$ cat config.mk
export PLATFORM = sky130hd
export DESIGN_NAME = dma_channel_flag_status
export DESIGN_NICKNAME = d
export VERILOG_FILES = /design/src/dma_flag_pkg.sv /design/src/dma_chan_flags.sv /design/src/dma_channel_flag_status.sv
export SDC_FILE = /design/constraint.sdc
export NUM_CORES = 1
export LEC_CHECK = 0
export ABC_AREA = 1
export BUFFER_PORTS_ARGS = -buffer_cell sky130_fd_sc_hd__buf_2
export CORE_UTILIZATION = 29
export CTS_CLUSTER_SIZE = 40
export DETAILED_ROUTE_END_ITERATION = 10
export GPL_TIMING_DRIVEN = 0
export PLACE_DENSITY = 0.62
export SYNTH_ARGS = -nofsm -noshare
export SYNTH_HDL_FRONTEND = slang
export SYNTH_SLANG_ARGS = --single-unit
$ cat constraint.sdc
create_clock -name i_clk -period 2.05 [get_ports i_clk]
set_input_delay 0.1025 -clock i_clk [delete_from_list [all_inputs] [get_ports i_clk]]
set_output_delay 0.1025 -clock i_clk [all_outputs]
set_load 0.02 [all_outputs]
$ cat src/dma_flag_pkg.sv
// Purpose: shared constants and types for the DMA channel flag block
// Assumes: 32-bit Avalon-MM register port, word addressed by byte offset
// Notes: each channel owns one four-bit group of flags
package dma_flag_pkg;

    localparam int NUM_CHAN = 8;
    localparam int GRP_W = 4;
    localparam int DATA_W = 32;
    localparam int ADDR_W = 4;

    // Flag positions inside one channel group
    localparam int FLD_ANY = 0;
    localparam int FLD_DONE = 1;
    localparam int FLD_HALF = 2;
    localparam int FLD_ERR = 3;

    // Register byte offsets
    localparam logic [ADDR_W-1:0] OFS_STATUS = 4'h0;
    localparam logic [ADDR_W-1:0] OFS_CLEAR = 4'h4;

    localparam logic [DATA_W-1:0] FLAG_RESET = 32'h0000_0000;
    localparam logic [DATA_W-1:0] READ_ZERO = 32'h0000_0000;

    typedef struct packed {
        logic err;
        logic half;
        logic done;
    } chan_events_t;

    typedef struct packed {
        logic read;
        logic write;
        logic [ADDR_W-1:0] address;
        logic [DATA_W-1:0] writedata;
    } bus_req_t;

endpackage : dma_flag_pkg

$ cat src/dma_chan_flags.sv
// Purpose: four sticky event flags of one DMA channel
// Assumes: events and clears are one-cycle synchronous pulses
// Notes: a set in the same cycle as a clear wins
`timescale 1ns/1ps
`default_nettype none
module dma_chan_flags
    import dma_flag_pkg::*;
(
    input wire logic i_clk,
    input wire logic i_reset_n,
    input wire dma_flag_pkg::chan_events_t i_events,
    input wire logic [dma_flag_pkg::GRP_W-1:0] i_clear,
    output logic [dma_flag_pkg::GRP_W-1:0] o_flags
);
    logic [GRP_W-1:0] set_vec;
    logic [GRP_W-1:0] clr_vec;

    always_comb
    begin
        set_vec = '0;
        set_vec[FLD_ANY] = i_events.err | i_events.half | i_events.done;
        set_vec[FLD_DONE] = i_events.done;
        set_vec[FLD_HALF] = i_events.half;
        set_vec[FLD_ERR] = i_events.err;
        // Group clear bit wipes all four flags
        clr_vec = i_clear[FLD_ANY] ? {GRP_W{1'b1}} : i_clear;
    end

    always_ff @(posedge i_clk or negedge i_reset_n)
    begin
        if (!i_reset_n)
            o_flags <= FLAG_RESET[GRP_W-1:0];
        else
            o_flags <= set_vec | (o_flags & ~clr_vec);
    end
endmodule : dma_chan_flags
`default_nettype wire

$ cat src/dma_channel_flag_status.sv
// Purpose: DMA flag status and flag clear registers on Avalon-MM
// Assumes: one clock, event pulses synchronous to it
// Notes: status is read-only; clear is write-one-to-clear, reads zero
//
// Notes on behaviour
// - Channel 4 error flag sits at status bit 19.
// - Channel 5 flags in bits 20-23: any, done, halfway, error.
// - Channel 6 flags in bits 24-27, same order.
// - Channel 7 flags in bits 28-31, same order.
// - Any-event flag sets on error, halfway or done event.
// - Done flag sets when the channel finishes its transfer.
// - Halfway flag sets when half the transfer has moved.
// - Error flag sets on a transfer error.
// - Flags set only by hardware; status register ignores writes.
// - Software writes one to clear register bit; flag then drops.
// - Flags reset to zero and stay zero without events.
// - Group clear bit clears all four flags; zero bits do nothing.
// - Clear register at offset 0x04, layout mirrors status.
// - Channel n occupies bits 4n to 4n+3.
`timescale 1ns/1ps
`default_nettype none
module dma_channel_flag_status
    import dma_flag_pkg::*;
#(
    parameter int CHANNELS = NUM_CHAN
)
(
    input wire logic i_clk,
    input wire logic i_reset_n,
    input wire dma_flag_pkg::chan_events_t [CHANNELS-1:0] i_chan_events,
    input wire dma_flag_pkg::bus_req_t i_bus,
    output logic [dma_flag_pkg::DATA_W-1:0] o_readdata,
    output logic o_readdatavalid,
    output logic o_waitrequest,
    output logic [dma_flag_pkg::DATA_W-1:0] o_flag_status
);

    // ---------------------------------------------
    // Bus handshake
    // ---------------------------------------------
    // One wait cycle per access: keeps readdata registered
    logic ack_r;
    logic req;
    logic clear_hit;
    logic [DATA_W-1:0] flags;
    logic [DATA_W-1:0] clear_vec;

    assign req = i_bus.read | i_bus.write;
    // Clear lands on the edge where the master sees waitrequest low
    assign clear_hit = i_bus.write && ack_r && (i_bus.address == OFS_CLEAR);
    // Writes to the status offset fall through with no effect
    assign clear_vec = clear_hit ? i_bus.writedata : READ_ZERO;

    always_ff @(posedge i_clk or negedge i_reset_n)
    begin
        if (!i_reset_n)
            ack_r <= 1'b0;
        else
            ack_r <= req && !ack_r;
    end

    always_ff @(posedge i_clk or negedge i_reset_n)
    begin
        if (!i_reset_n)
            o_waitrequest <= 1'b1;
        else
            o_waitrequest <= !(req && !ack_r);
    end

    always_ff @(posedge i_clk or negedge i_reset_n)
    begin
        if (!i_reset_n)
            o_readdatavalid <= 1'b0;
        else
            o_readdatavalid <= i_bus.read && !ack_r;
    end

    always_ff @(posedge i_clk or negedge i_reset_n)
    begin
        if (!i_reset_n)
            o_readdata <= READ_ZERO;
        else if (i_bus.read && !ack_r)
            o_readdata <= (i_bus.address == OFS_STATUS) ? flags : READ_ZERO;
    end

    // ---------------------------------------------
    // Per-channel flag groups
    // ---------------------------------------------
    // Channel g lands at bits 4g..4g+3: covers channels 4 to 7 too
    for (genvar g = 0; g < CHANNELS; g++)
    begin : g_chan
        dma_chan_flags u_flags (
            .i_clk(i_clk),
            .i_reset_n(i_reset_n),
            .i_events(i_chan_events[g]),
            .i_clear(clear_vec[g*GRP_W +: GRP_W]),
            .o_flags(flags[g*GRP_W +: GRP_W])
        );
    end

    always_ff @(posedge i_clk or negedge i_reset_n)
    begin
        if (!i_reset_n)
            o_flag_status <= FLAG_RESET;
        else
            o_flag_status <= flags;
    end
endmodule : dma_channel_flag_status
`default_nettype wire

## Yosys cells after proc, flatten, opt, wreduce, memory -nomap -nowiden

Index checks and enable logic that the tools add are counted.

- Word-level logic and storage cells: 72
- Bits in registers: 99
- Output and inout bits: 66
- Input bits: 64

- Reductions and logical operators: 7
- Mux-type cells: 10
- Eq/ne operators: 1
- Bitwise gates (word level): 41

Operators with widths:

| operator | number |
|---|---|
| 32-bit 2-to-1 mux | 2 |
| 4-bit AND | 8 |
| 4-bit 2-to-1 mux | 8 |
| 4-bit NOT | 8 |
| 4-bit OR | 8 |
| 1-bit OR | 17 |
| 4-bit by 3-bit equality test with 1-bit output, second input constant | 1 |
| 1-bit logical AND | 4 |
| 4-bit zero test | 1 |
| 1-bit zero test | 2 |

## Logic depth before layout (Yosys ltp)

Gate-level depths: netlist of run 1.

- Depth in word-level cells: 7
- Mapped depth: 7

## Cells and area by module

A second synthesis of run 1 with hierarchy kept.

- Cells, all modules: 415
- Area, all modules: 3876.2 µm²

Modules (own cells, without submodules):

| module | cells an instance | instances | area an instance (µm²) |
|---|---|---|---|
| dma_channel_flag_status | 255 | 1 | 2585.0 |
| dma_chan_flags | 20 | 8 | 161.4 |

## Least setup slack after synthesis of run 1

Ideal clock, no wire load.

- Kind: register to register
- Start: reg ack_r
- End: reg o_readdata[0] in the netlist's numbering
- Required time: 1976 ps
- Setup time: 74 ps
- Arrival: 912 ps
- Cell stages (with the launch flop): 7
- Slack: 1064 ps
- Cells stage by stage: dfrtp_1 > inv_2 > nand2_4 > inv_2 > buf_4 > nand2_1 > o21ai_2

- Longest elaborated chain between the ends: 2

Ends and longest elaborated chain:

| item | line | RTL |
|---|---|---|
| from (decl) | dma_channel_flag_status.sv:42 | `logic ack_r;` |
| from (signal assigned) | dma_channel_flag_status.sv:59 | `ack_r <= req && !ack_r;` |
| 1-bit zero test | dma_channel_flag_status.sv:82 | `else if (i_bus.read && !ack_r)` |
| 1-bit logical AND | dma_channel_flag_status.sv:82 |  |
| to (signal assigned) | dma_channel_flag_status.sv:83 | `o_readdata <= (i_bus.address == OFS_STATUS) ? flags : READ_ZERO;` |
| to (decl) | dma_channel_flag_status.sv:32 | `output logic [dma_flag_pkg::DATA_W-1:0] o_readdata,` |

Every way passes these cells.
A chain may end at the register's enable or synchronous reset.

## Worst setup path in the final report of run 1

- Start: in i_chan_events[1] in the netlist's numbering
- End: reg g_chan[0].u_flags.o_flags[0] in the netlist's numbering

- Longest elaborated chain between the ends: 3

Ends and longest elaborated chain:

| item | line | RTL |
|---|---|---|
| from (decl) | dma_channel_flag_status.sv:30 | `input wire dma_flag_pkg::chan_events_t [CHANNELS-1:0] i_chan_events,` |
| 1-bit OR (2 in a row) | dma_chan_flags.sv:21 | `set_vec[FLD_ANY] = i_events.err \| i_events.half \| i_events.done;` |
| 4-bit OR | dma_chan_flags.sv:34 | `o_flags <= set_vec \| (o_flags & ~clr_vec);` |
| to (signal assigned) | dma_chan_flags.sv:32 | `o_flags <= FLAG_RESET[GRP_W-1:0];` |
| to (signal assigned) | dma_chan_flags.sv:34 |  |
| to (decl) | dma_chan_flags.sv:13 | `output logic [dma_flag_pkg::GRP_W-1:0] o_flags` |

Every way passes these cells.

==> results of run 1 <==
-- stage by stage --
stage	hold WS, ns	total power [mW]	cell area (um^2)	setup slack [ns]	instances
5_1_grt	0.0758	4.47	5370	0.675	721
4_1_cts	0.0437	4.36	5370	0.763	721
3_5_place_dp	0.121	2.54	4780	0.833	677
6_report	0.0566	4.29	5370	0.719	721
2_1_floorplan	-0.193	2.31	3890	1.06	375
3_3_place_gp	0.307	2.52	4750	-0.100	676
-- state kept, by name, summed over array words and instances, names as in the netlist --
name	flops
o_readdatavalid	1
o_readdata	32
o_waitrequest	1
o_flag_status	32
ack_r	1
g_chan.u_flags.o_flags	32
-- where the power goes --
part / internal, mW / leakage [nW] / switching, mW
combinational: 0.197 / 1.43 / 0.301
sequential: 2.01 / 1.04 / 0.0280
clock: 1.05 / 0.148 / 0.711
-- per-layer routing --
layer | part of all wire | vias to the layer above
met2 | 0.46 | 90
met4 | 0.018 | 0
met1 | 0.47 | 1427
li1 | - | 1514
met3 | 0.053 | 13
met5 | 0 | -
-- cell usage in the layout, fill, tap and decap left out --
| master | synthesis | final |
|---|---|---|
| sky130_fd_sc_hd__nor2_4 | 1 | 1 |
| sky130_fd_sc_hd__clkbuf_1 | 2 | 3 |
| sky130_fd_sc_hd__buf_1 | 1 | 1 |
| sky130_fd_sc_hd__nand2_4 | 2 | 2 |
| sky130_fd_sc_hd__nor2_8 | 1 | 1 |
| sky130_fd_sc_hd__dfstp_2 | 1 | 1 |
| sky130_fd_sc_hd__inv_2 | 2 | 2 |
| sky130_fd_sc_hd__bufinv_16 | 0 | 1 |
| sky130_fd_sc_hd__nor3_1 | 8 | 8 |
| sky130_fd_sc_hd__dlygate4sd3_1 | 0 | 28 |
| sky130_fd_sc_hd__inv_1 | 28 | 28 |
| sky130_fd_sc_hd__clkinvlp_4 | 0 | 2 |
| sky130_fd_sc_hd__o21ai_2 | 30 | 30 |
| sky130_fd_sc_hd__buf_4 | 6 | 7 |
| sky130_fd_sc_hd__nand2_2 | 1 | 1 |
| sky130_fd_sc_hd__buf_16 | 0 | 1 |
| sky130_fd_sc_hd__buf_2 | 0 | 128 |
| sky130_fd_sc_hd__dfrtp_1 | 98 | 98 |
| sky130_fd_sc_hd__clkbuf_16 | 0 | 9 |
| sky130_fd_sc_hd__buf_6 | 6 | 6 |
| sky130_fd_sc_hd__o21ai_0 | 3 | 3 |
| sky130_fd_sc_hd__nand2_1 | 129 | 129 |
| sky130_fd_sc_hd__or2_2 | 24 | 24 |
| sky130_fd_sc_hd__nand3_1 | 32 | 32 |
| sky130_fd_sc_hd__clkbuf_8 | 0 | 3 |
-- logic make-up (layout without fill, tap and decap cells) --
kind of cell	count (synthesis)	in the layout	synth area share
compound gates	33	33	0.0714
buf+inv	45	219	0.0608
flops	99	99	0.638
simple gates	198	198	0.230
-- area by class of cell --
type | count | share of cell area
clock buffers | 13 | 0.0503
repair buffers | 158 | 0.178
plain buffers | 15 | 0.0231
flip-flops and latches | 99 | 0.461
clock inverters | 3 | 0.00838
multi-input cells | 231 | 0.218
well taps | 172 | 0.0400
inverters | 30 | 0.0210
-- critical path: stages --
cell	delay, ns
sky130_fd_sc_hd__dlygate4sd3_1	0.54
sky130_fd_sc_hd__buf_2	0.13
sky130_fd_sc_hd__nor3_1	0.17
sky130_fd_sc_hd__dlygate4sd3_1	0.58
sky130_fd_sc_hd__nand2_1	0.05
-- worst paths after layout --
path	depth (start not counted)	start	endpoint
max reg2reg	3	ack_r$_DFF_PN0_	o_waitrequest$_DFF_PN1_
min reg2reg	0	g_chan[0].u_flags.o_flags[2]$_DFF_PN0_	o_flag_status[2]$_DFF_PN0_
max	5	i_chan_events[1]	g_chan[0].u_flags.o_flags[0]$_DFF_PN0_
max in group asynchronous	3	i_reset_n	g_chan[4].u_flags.o_flags[1]$_DFF_PN0_
min	4	i_bus[8]	g_chan[2].u_flags.o_flags[0]$_DFF_PN0_
min in group asynchronous	2	i_reset_n	g_chan[7].u_flags.o_flags[2]$_DFF_PN0_
==> PnR_summary.wiki, run 1 <==
{| class="wikitable"
! Metric !! Value
|-
| Count of mapped cells out of synthesis || 375
|-
| Slew headroom || 0.647
|-
| Most frequent cell after synthesis || sky130_fd_sc_hd__nand2_1
|-
| Setup repair after global routing missed its margin || no
|-
| Maximum achievable frequency || 751 MHz
|-
| Min Tclk post-route || 1.33 ns
|-
| Wire length per cell after detailed routing || 13.7 um
|-
| Final core area utilization || 0.419
|-
| Horiz. Die Dim || 118 um
|-
| Per-cell via count in the routed design || 4.22
|-
| Number of sinks handled by clock tree synthesis || 99
|-
| DIE HEIGHT || 118 um
|-
| Post-route antenna net violation count || 0
|-
| Number of antenna violations at the first check in global routing || 0
|-
| First-pass iteration count of the detailed router || 4
|-
| Number of remaining DRC errors || 0
|-
| Post-CTS Repair Setup Buffers || 0
|-
| Area inside the core boundary || 12800 um^2
|-
| Die footprint || 13900 um^2
|-
| Number of enable flip-flop cells after synthesis || 0
|-
| Proportion of synthesized flip-flops having asynchronous set or reset || 1.00
|-
| Proportion of netlist area held by the largest area contributor || 0.631
|-
| GRT overflow || 0
|-
| TritonCTS clock tree || yes
|-
| Worst Tran Pin Value || 0.530 ns
|-
| Via Count || 3044
|-
| Number of setup violations in the final report || 0
|-
| Critical path startpoint category || input pin
|-
| Clock Path Buffers || 2
|-
| Synth Net Count || 439
|-
| Synth-to-layout area growth || 38.2%
|-
| Areal power density over the cells || 798 nW/um^2
|-
| Area of all sequential standard cells || 2480 um^2
|-
| Post-synth design cell area || 3890 um^2
|-
| Area used by multi-input combinational logic || 1170 um^2
|-
| Root Buffer || sky130_fd_sc_hd__clkbuf_16
|-
| Violation count after the first detailed-route iteration || 174
|-
| RD Place Congestion || 0.754
|-
| Via count of the first global-routing pass || 3061
|-
| Distinct cell type count after synthesis || 18
|-
| Fill cell total of the finished layout || 1272
|-
| Max Clock Skew || 0.00805 ns
|-
| Highest-utilization routing layer at the global route stage || met2
|-
| Met3 Usage GRT || 0.0422
|-
| Post-route setup TNS || 0 ns
|-
| Std cell rows || 41
|-
| Synth warn || 0
|-
| Crit Path Class || in -> reg
|-
| Post-Syn Area per Cell || 10.4 um^2
|-
| Clock insertion delay at the later pin of the skew report || 0.35 ns
|-
| Quantity of I/O buffers inserted on ports || 129
|-
| Top-level I/O count || 130
|-
| DRT Wirelength || 9.89 mm
|-
| Slack of the worst reg-to-reg path || 0.81 ns
|-
| Worst min-delay path class || in -> reg
|-
| Max Transition Viols Final || 0
|-
| Proportion of layout cells with a drive suffix above 1 || 0.399
|-
| Status || complete, no violations
|-
| Final Hold Viols || 0
|-
| Max_cap viols || 0
|-
| Dominant cells by area after synthesis || sky130_fd_sc_hd__dfrtp_1 (63%), sky130_fd_sc_hd__nand2_1 (12%), sky130_fd_sc_hd__o21ai_2 (6.8%), sky130_fd_sc_hd__nand3_1 (4.1%), sky130_fd_sc_hd__or2_2 (3.9%)
|-
| Worst supply voltage drop on vdd || 0.308 mV
|-
| Critical Path Fanout Max || 2
|-
| Hold Buf Count CTS || 28
|-
| Number of diodes || 0
|-
| Primary flip-flop cell chosen by synthesis mapping || sky130_fd_sc_hd__dfrtp_1
|-
| Number of buffers inserted during clock tree synthesis || 9
|-
| Met1 capacity usage during global routing || 0.196
|-
| Commonest cells post-synth || sky130_fd_sc_hd__nand2_1 (129), sky130_fd_sc_hd__dfrtp_1 (98), sky130_fd_sc_hd__nand3_1 (32)
|-
| GR Layer Usage met2 || 0.233
|-
| Overall fraction of global-route tracks in use || 0.150
|-
| Number of nets in the final layout || 608
|-
| Number of H-tree branching levels || 3
|-
| Standby leakage power || 2.62 nW
|-
| Final clock period utilization by the worst path || 0.649
|-
| Share of synthesized area occupied by flip-flops and latches || 0.638
|-
| Global-route wire length before repair || 15.8 mm
|-
| Data required time of the worst path || 2.29 ns
|-
| HPWL after detailed placement || 6.90 mm
|-
| Resized cells post-CTS || 0
|-
| Type of element capturing the critical path || flip-flop
|-
| Data arrival time of the critical path || 1.57 ns
|-
| Largest net degree at the start of global routing || 62
|-
| Clock slew at reported path FFs || 0.07 ns
|-
| Area leader, netlist || sky130_fd_sc_hd__dfrtp_1
|-
| Register bit count reported by yosys || 99
|-
| Initial cell density of the core || 0.303
|}
No activity file was read; power rests on OpenSTA's default activity.
==> inputs of run 2 (changes only) <==
==> constraint.sdc (replaced) <==
create_clock -name i_clk -period 1.23 [get_ports i_clk]
set_input_delay 0.0615 -clock i_clk [delete_from_list [all_inputs] [get_ports i_clk]]
set_output_delay 0.0615 -clock i_clk [all_outputs]
set_load 0.02 [all_outputs]
==> run 2 against run 1 <==
Effect of this change: design area up 0.63%; final cell count is 0.14% higher; sequential share of layout area shrank 0.29 points; utilization up 0.26 points; largest cell class unchanged; highest routed layer unchanged.
==> PnR_summary.wiki, run 2 (synthesis results as in run 1) <==
{| class="wikitable"
! Metric !! Value
|-
| Status || complete, no violations
|-
| Max Clock Skew || 0.00572 ns
|-
| Cell seen most often among critical-path stages || sky130_fd_sc_hd__nand2_1
|-
| Overall fraction of global-route tracks in use || 0.150
|-
| Largest net degree at the start of global routing || 62
|-
| Type of element capturing the critical path || flip-flop
|-
| P_int || 5.43 mW
|-
| Instance area after placement || 4780 um^2
|-
| Most common library cell in the layout ignoring fill and taps || sky130_fd_sc_hd__nand2_1
|-
| HPWL after detailed placement || 6.90 mm
|-
| Data required time of the worst path || 1.46 ns
|-
| First-pass iteration count of the detailed router || 4
|-
| TritonCTS clock tree || yes
|-
| Root Buffer || sky130_fd_sc_hd__clkbuf_16
|-
| Register-to-Register Path Depth || 6
|-
| Largest registers in the final layout || g_chan.u_flags.o_flags: 32 flops, o_flag_status: 32 flops, o_readdata: 32 flops
|-
| Final clock period utilization by the worst path || 0.962
|-
| Data arrival time of the critical path || 1.41 ns
|-
| RD Place Congestion || 0.754
|-
| Maximum achievable frequency || 846 MHz
|-
| Wire length per cell after detailed routing || 13.7 um
|-
| Worst Tran Pin Value || 0.531 ns
|-
| Buf+Inv Stages, Crit Path || 3
|-
| Worst hold stages || 4
|-
| Number of antenna violations at the first check in global routing || 0
|-
| R2R Path End || o_readdata[31]$_DFFE_PN0P_
|-
| Final Hold Viols || 0
|-
| Per-cell via count in the routed design || 4.23
|-
| Quantity of I/O buffers inserted on ports || 129
|-
| Initial cell density of the core || 0.303
|-
| Post-route standard cell area excluding fillers || 5410 um^2
|-
| Number of diodes || 0
|-
| Clock share of power || 0.409
|-
| Clock Path Buffers || 2
|-
| Violation count after the first detailed-route iteration || 206
|-
| Fin cells || 722
|-
| Area used by multi-input combinational logic || 1170 um^2
|-
| Delay of the slowest cell on the worst path || 0.51 ns
|-
| Worst supply voltage drop on vdd || 0.510 mV
|-
| Clock slew at reported path FFs || 0.07 ns
|-
| Std cell rows || 41
|-
| Startpoint of the lowest-slack register-to-register path || ack_r$_DFF_PN0_
|-
| Top-level I/O count || 130
|-
| Area inside the core boundary || 12800 um^2
|-
| Max_cap viols || 0
|-
| DRT Wirelength || 9.87 mm
|-
| Share of power burned in combinational logic || 0.118
|-
| Final core area utilization || 0.422
|-
| Die footprint || 13900 um^2
|-
| Crit Path Class || in -> reg
|-
| Worst min-delay path class || in -> reg
|-
| Number of H-tree branching levels || 3
|-
| Delay-heaviest family, CP || buffers and inverters
|-
| Number of remaining DRC errors || 0
|-
| Post-route setup TNS || 0 ns
|-
| Synth-to-layout area growth || 39.1%
|-
| Post-route antenna net violation count || 0
|-
| Sw Share || 0.242
|-
| Max Transition Viols Final || 0
|-
| Number of nets in the final layout || 609
|-
| Via count of the first global-routing pass || 3037
|-
| Placed cells || 677
|-
| Series of cell instances along the critical path || dlygate4sd3_1 > buf_2 > nand2_1 > nor2_4 > buf_6 > nand3_1 > nand2_1 > nand2_1
|-
| GRT overflow || 0
|-
| Min Tclk post-route || 1.18 ns
|-
| Horiz. Die Dim || 118 um
|-
| Number of setup violations in the final report || 0
|-
| Worst setup timing slack at the placement stage || 0.0127 ns
|-
| Global-route wire length before repair || 15.7 mm
|-
| Path length in cells of the critical path || 8
|-
| Critical path startpoint category || input pin
|-
| Launching element of the worst setup path || i_bus[36]
|-
| Most used cells in the layout excluding fill and tap cells || sky130_fd_sc_hd__nand2_1 (129), sky130_fd_sc_hd__buf_2 (128), sky130_fd_sc_hd__dfrtp_1 (98), sky130_fd_sc_hd__nand3_1 (32), sky130_fd_sc_hd__o21ai_2 (30)
|-
| Via Count || 3057
|-
| Areal power density over the cells || 1320 nW/um^2
|-
| Proportion of layout cells with a drive suffix above 1 || 0.407
|-
| Slack of the worst reg-to-reg path || 0.09 ns
|-
| Fill cell total of the finished layout || 1273
|-
| Setup slack after layout || 0.0473 ns
|-
| Standby leakage power || 2.64 nW
|-
| Sequential Power Share || 0.473
|-
| Critical Path Fanout Max || 10
|-
| Number of buffers inserted during clock tree synthesis || 9
|-
| Max stage delay cell, worst path || sky130_fd_sc_hd__dlygate4sd3_1
|-
| Area of all sequential standard cells || 2480 um^2
|-
| Setup repair after global routing missed its margin || yes
|-
| DIE HEIGHT || 118 um
|-
| Net switching power || 1.74 mW
|-
| Clock insertion delay at the later pin of the skew report || 0.35 ns
|-
| Slew headroom || 0.646
|-
| Critical Path End || g_chan[7].u_flags.o_flags[0]$_DFF_PN0_
|-
| Number of sinks handled by clock tree synthesis || 99
|}
## run 2: changes by cell type in the layout (fill, tap and decap cells not counted)
cell and change:
sky130_fd_sc_hd__buf_8 +1, sky130_fd_sc_hd__dlygate4sd3_1 -1, sky130_fd_sc_hd__inv_4 +1, sky130_fd_sc_hd__inv_2 -1, sky130_fd_sc_hd__clkbuf_1 -2, sky130_fd_sc_hd__buf_6 +4, sky130_fd_sc_hd__buf_1 -1, sky130_fd_sc_hd__buf_4 -3
sky130_fd_sc_hd__clkbuf_2 +3
## run 2: through the flow
stage	power, mW	hold WS [ns]
floorplan	3.85	-0.234
global placement	4.20	0.266
detailed placement	4.23	0.0799
CTS	7.26	0.00270
global route	7.47	0.0348
finish	7.16	0.0184
## run 2: worst reg2reg max path: stages (launching register included)
cell                      delay [ns]
sky130_fd_sc_hd__dfrtp_1        0.37
sky130_fd_sc_hd__inv_2          0.10
sky130_fd_sc_hd__nand2_4        0.09
sky130_fd_sc_hd__inv_4          0.10
sky130_fd_sc_hd__buf_4          0.18
sky130_fd_sc_hd__nand2_1        0.09
sky130_fd_sc_hd__o21ai_2        0.14
## run 2: routing by layer
layer	share of wire	up-vias	GRT usage
li1	-	1516	-
met1	0.46	1436	0.196
met2	0.46	90	0.232
met3	0.056	15	0.0417
met4	0.018	0	0.0673
met5	0	-	0
## run 2: power by group through the flow
stage	Clock [mW]	Sequential, mW	Combinational [mW]
finish	2.93	3.39	0.845
global route	3.14	3.40	0.936
CTS	3.02	3.39	0.846
detailed placement	0	3.45	0.778
global placement	0	3.45	0.756
floorplan	0	3.54	0.309
## run 2: worst min-delay path by stage
stage | start | endpoint | slack [ns]
final | i_bus[24] | g_chan[6].u_flags.o_flags[0]$_DFF_PN0_ | 0.02
after CTS | i_bus[8] | g_chan[2].u_flags.o_flags[0]$_DFF_PN0_ | 0.003
after global routing | i_bus[16] | g_chan[4].u_flags.o_flags[0]$_DFF_PN0_ | 0.03
after detailed placement | i_reset_n | o_flag_status[28]$_DFF_PN0_ | 0.08
after global placement | i_chan_events[16] | g_chan[5].u_flags.o_flags[2]$_DFF_PN0_ | 0.27
after floorplan | i_reset_n | ack_r$_DFF_PN0_ | -0.23
## run 2: final cells by class
class                           instances  area share
Buffer                                 15      0.0278
Timing Repair Buffer                  159       0.178
Inverter                               30      0.0213
Multi-Input combinational cell        231       0.217
Clock inverter                          3     0.00833
Sequential cell                        99       0.458
Tap cell                              172      0.0398
Clock buffer                           13      0.0500
## run 2: what timing repair did
item / 4_1_cts / 5_1_grt
hold buffers: 27 / 0
resized for setup: 0 / 12
endpoints found under the setup margin: 0 / 49
buffers inserted: 0 / 2
hold endpoints to repair: 70 / 0
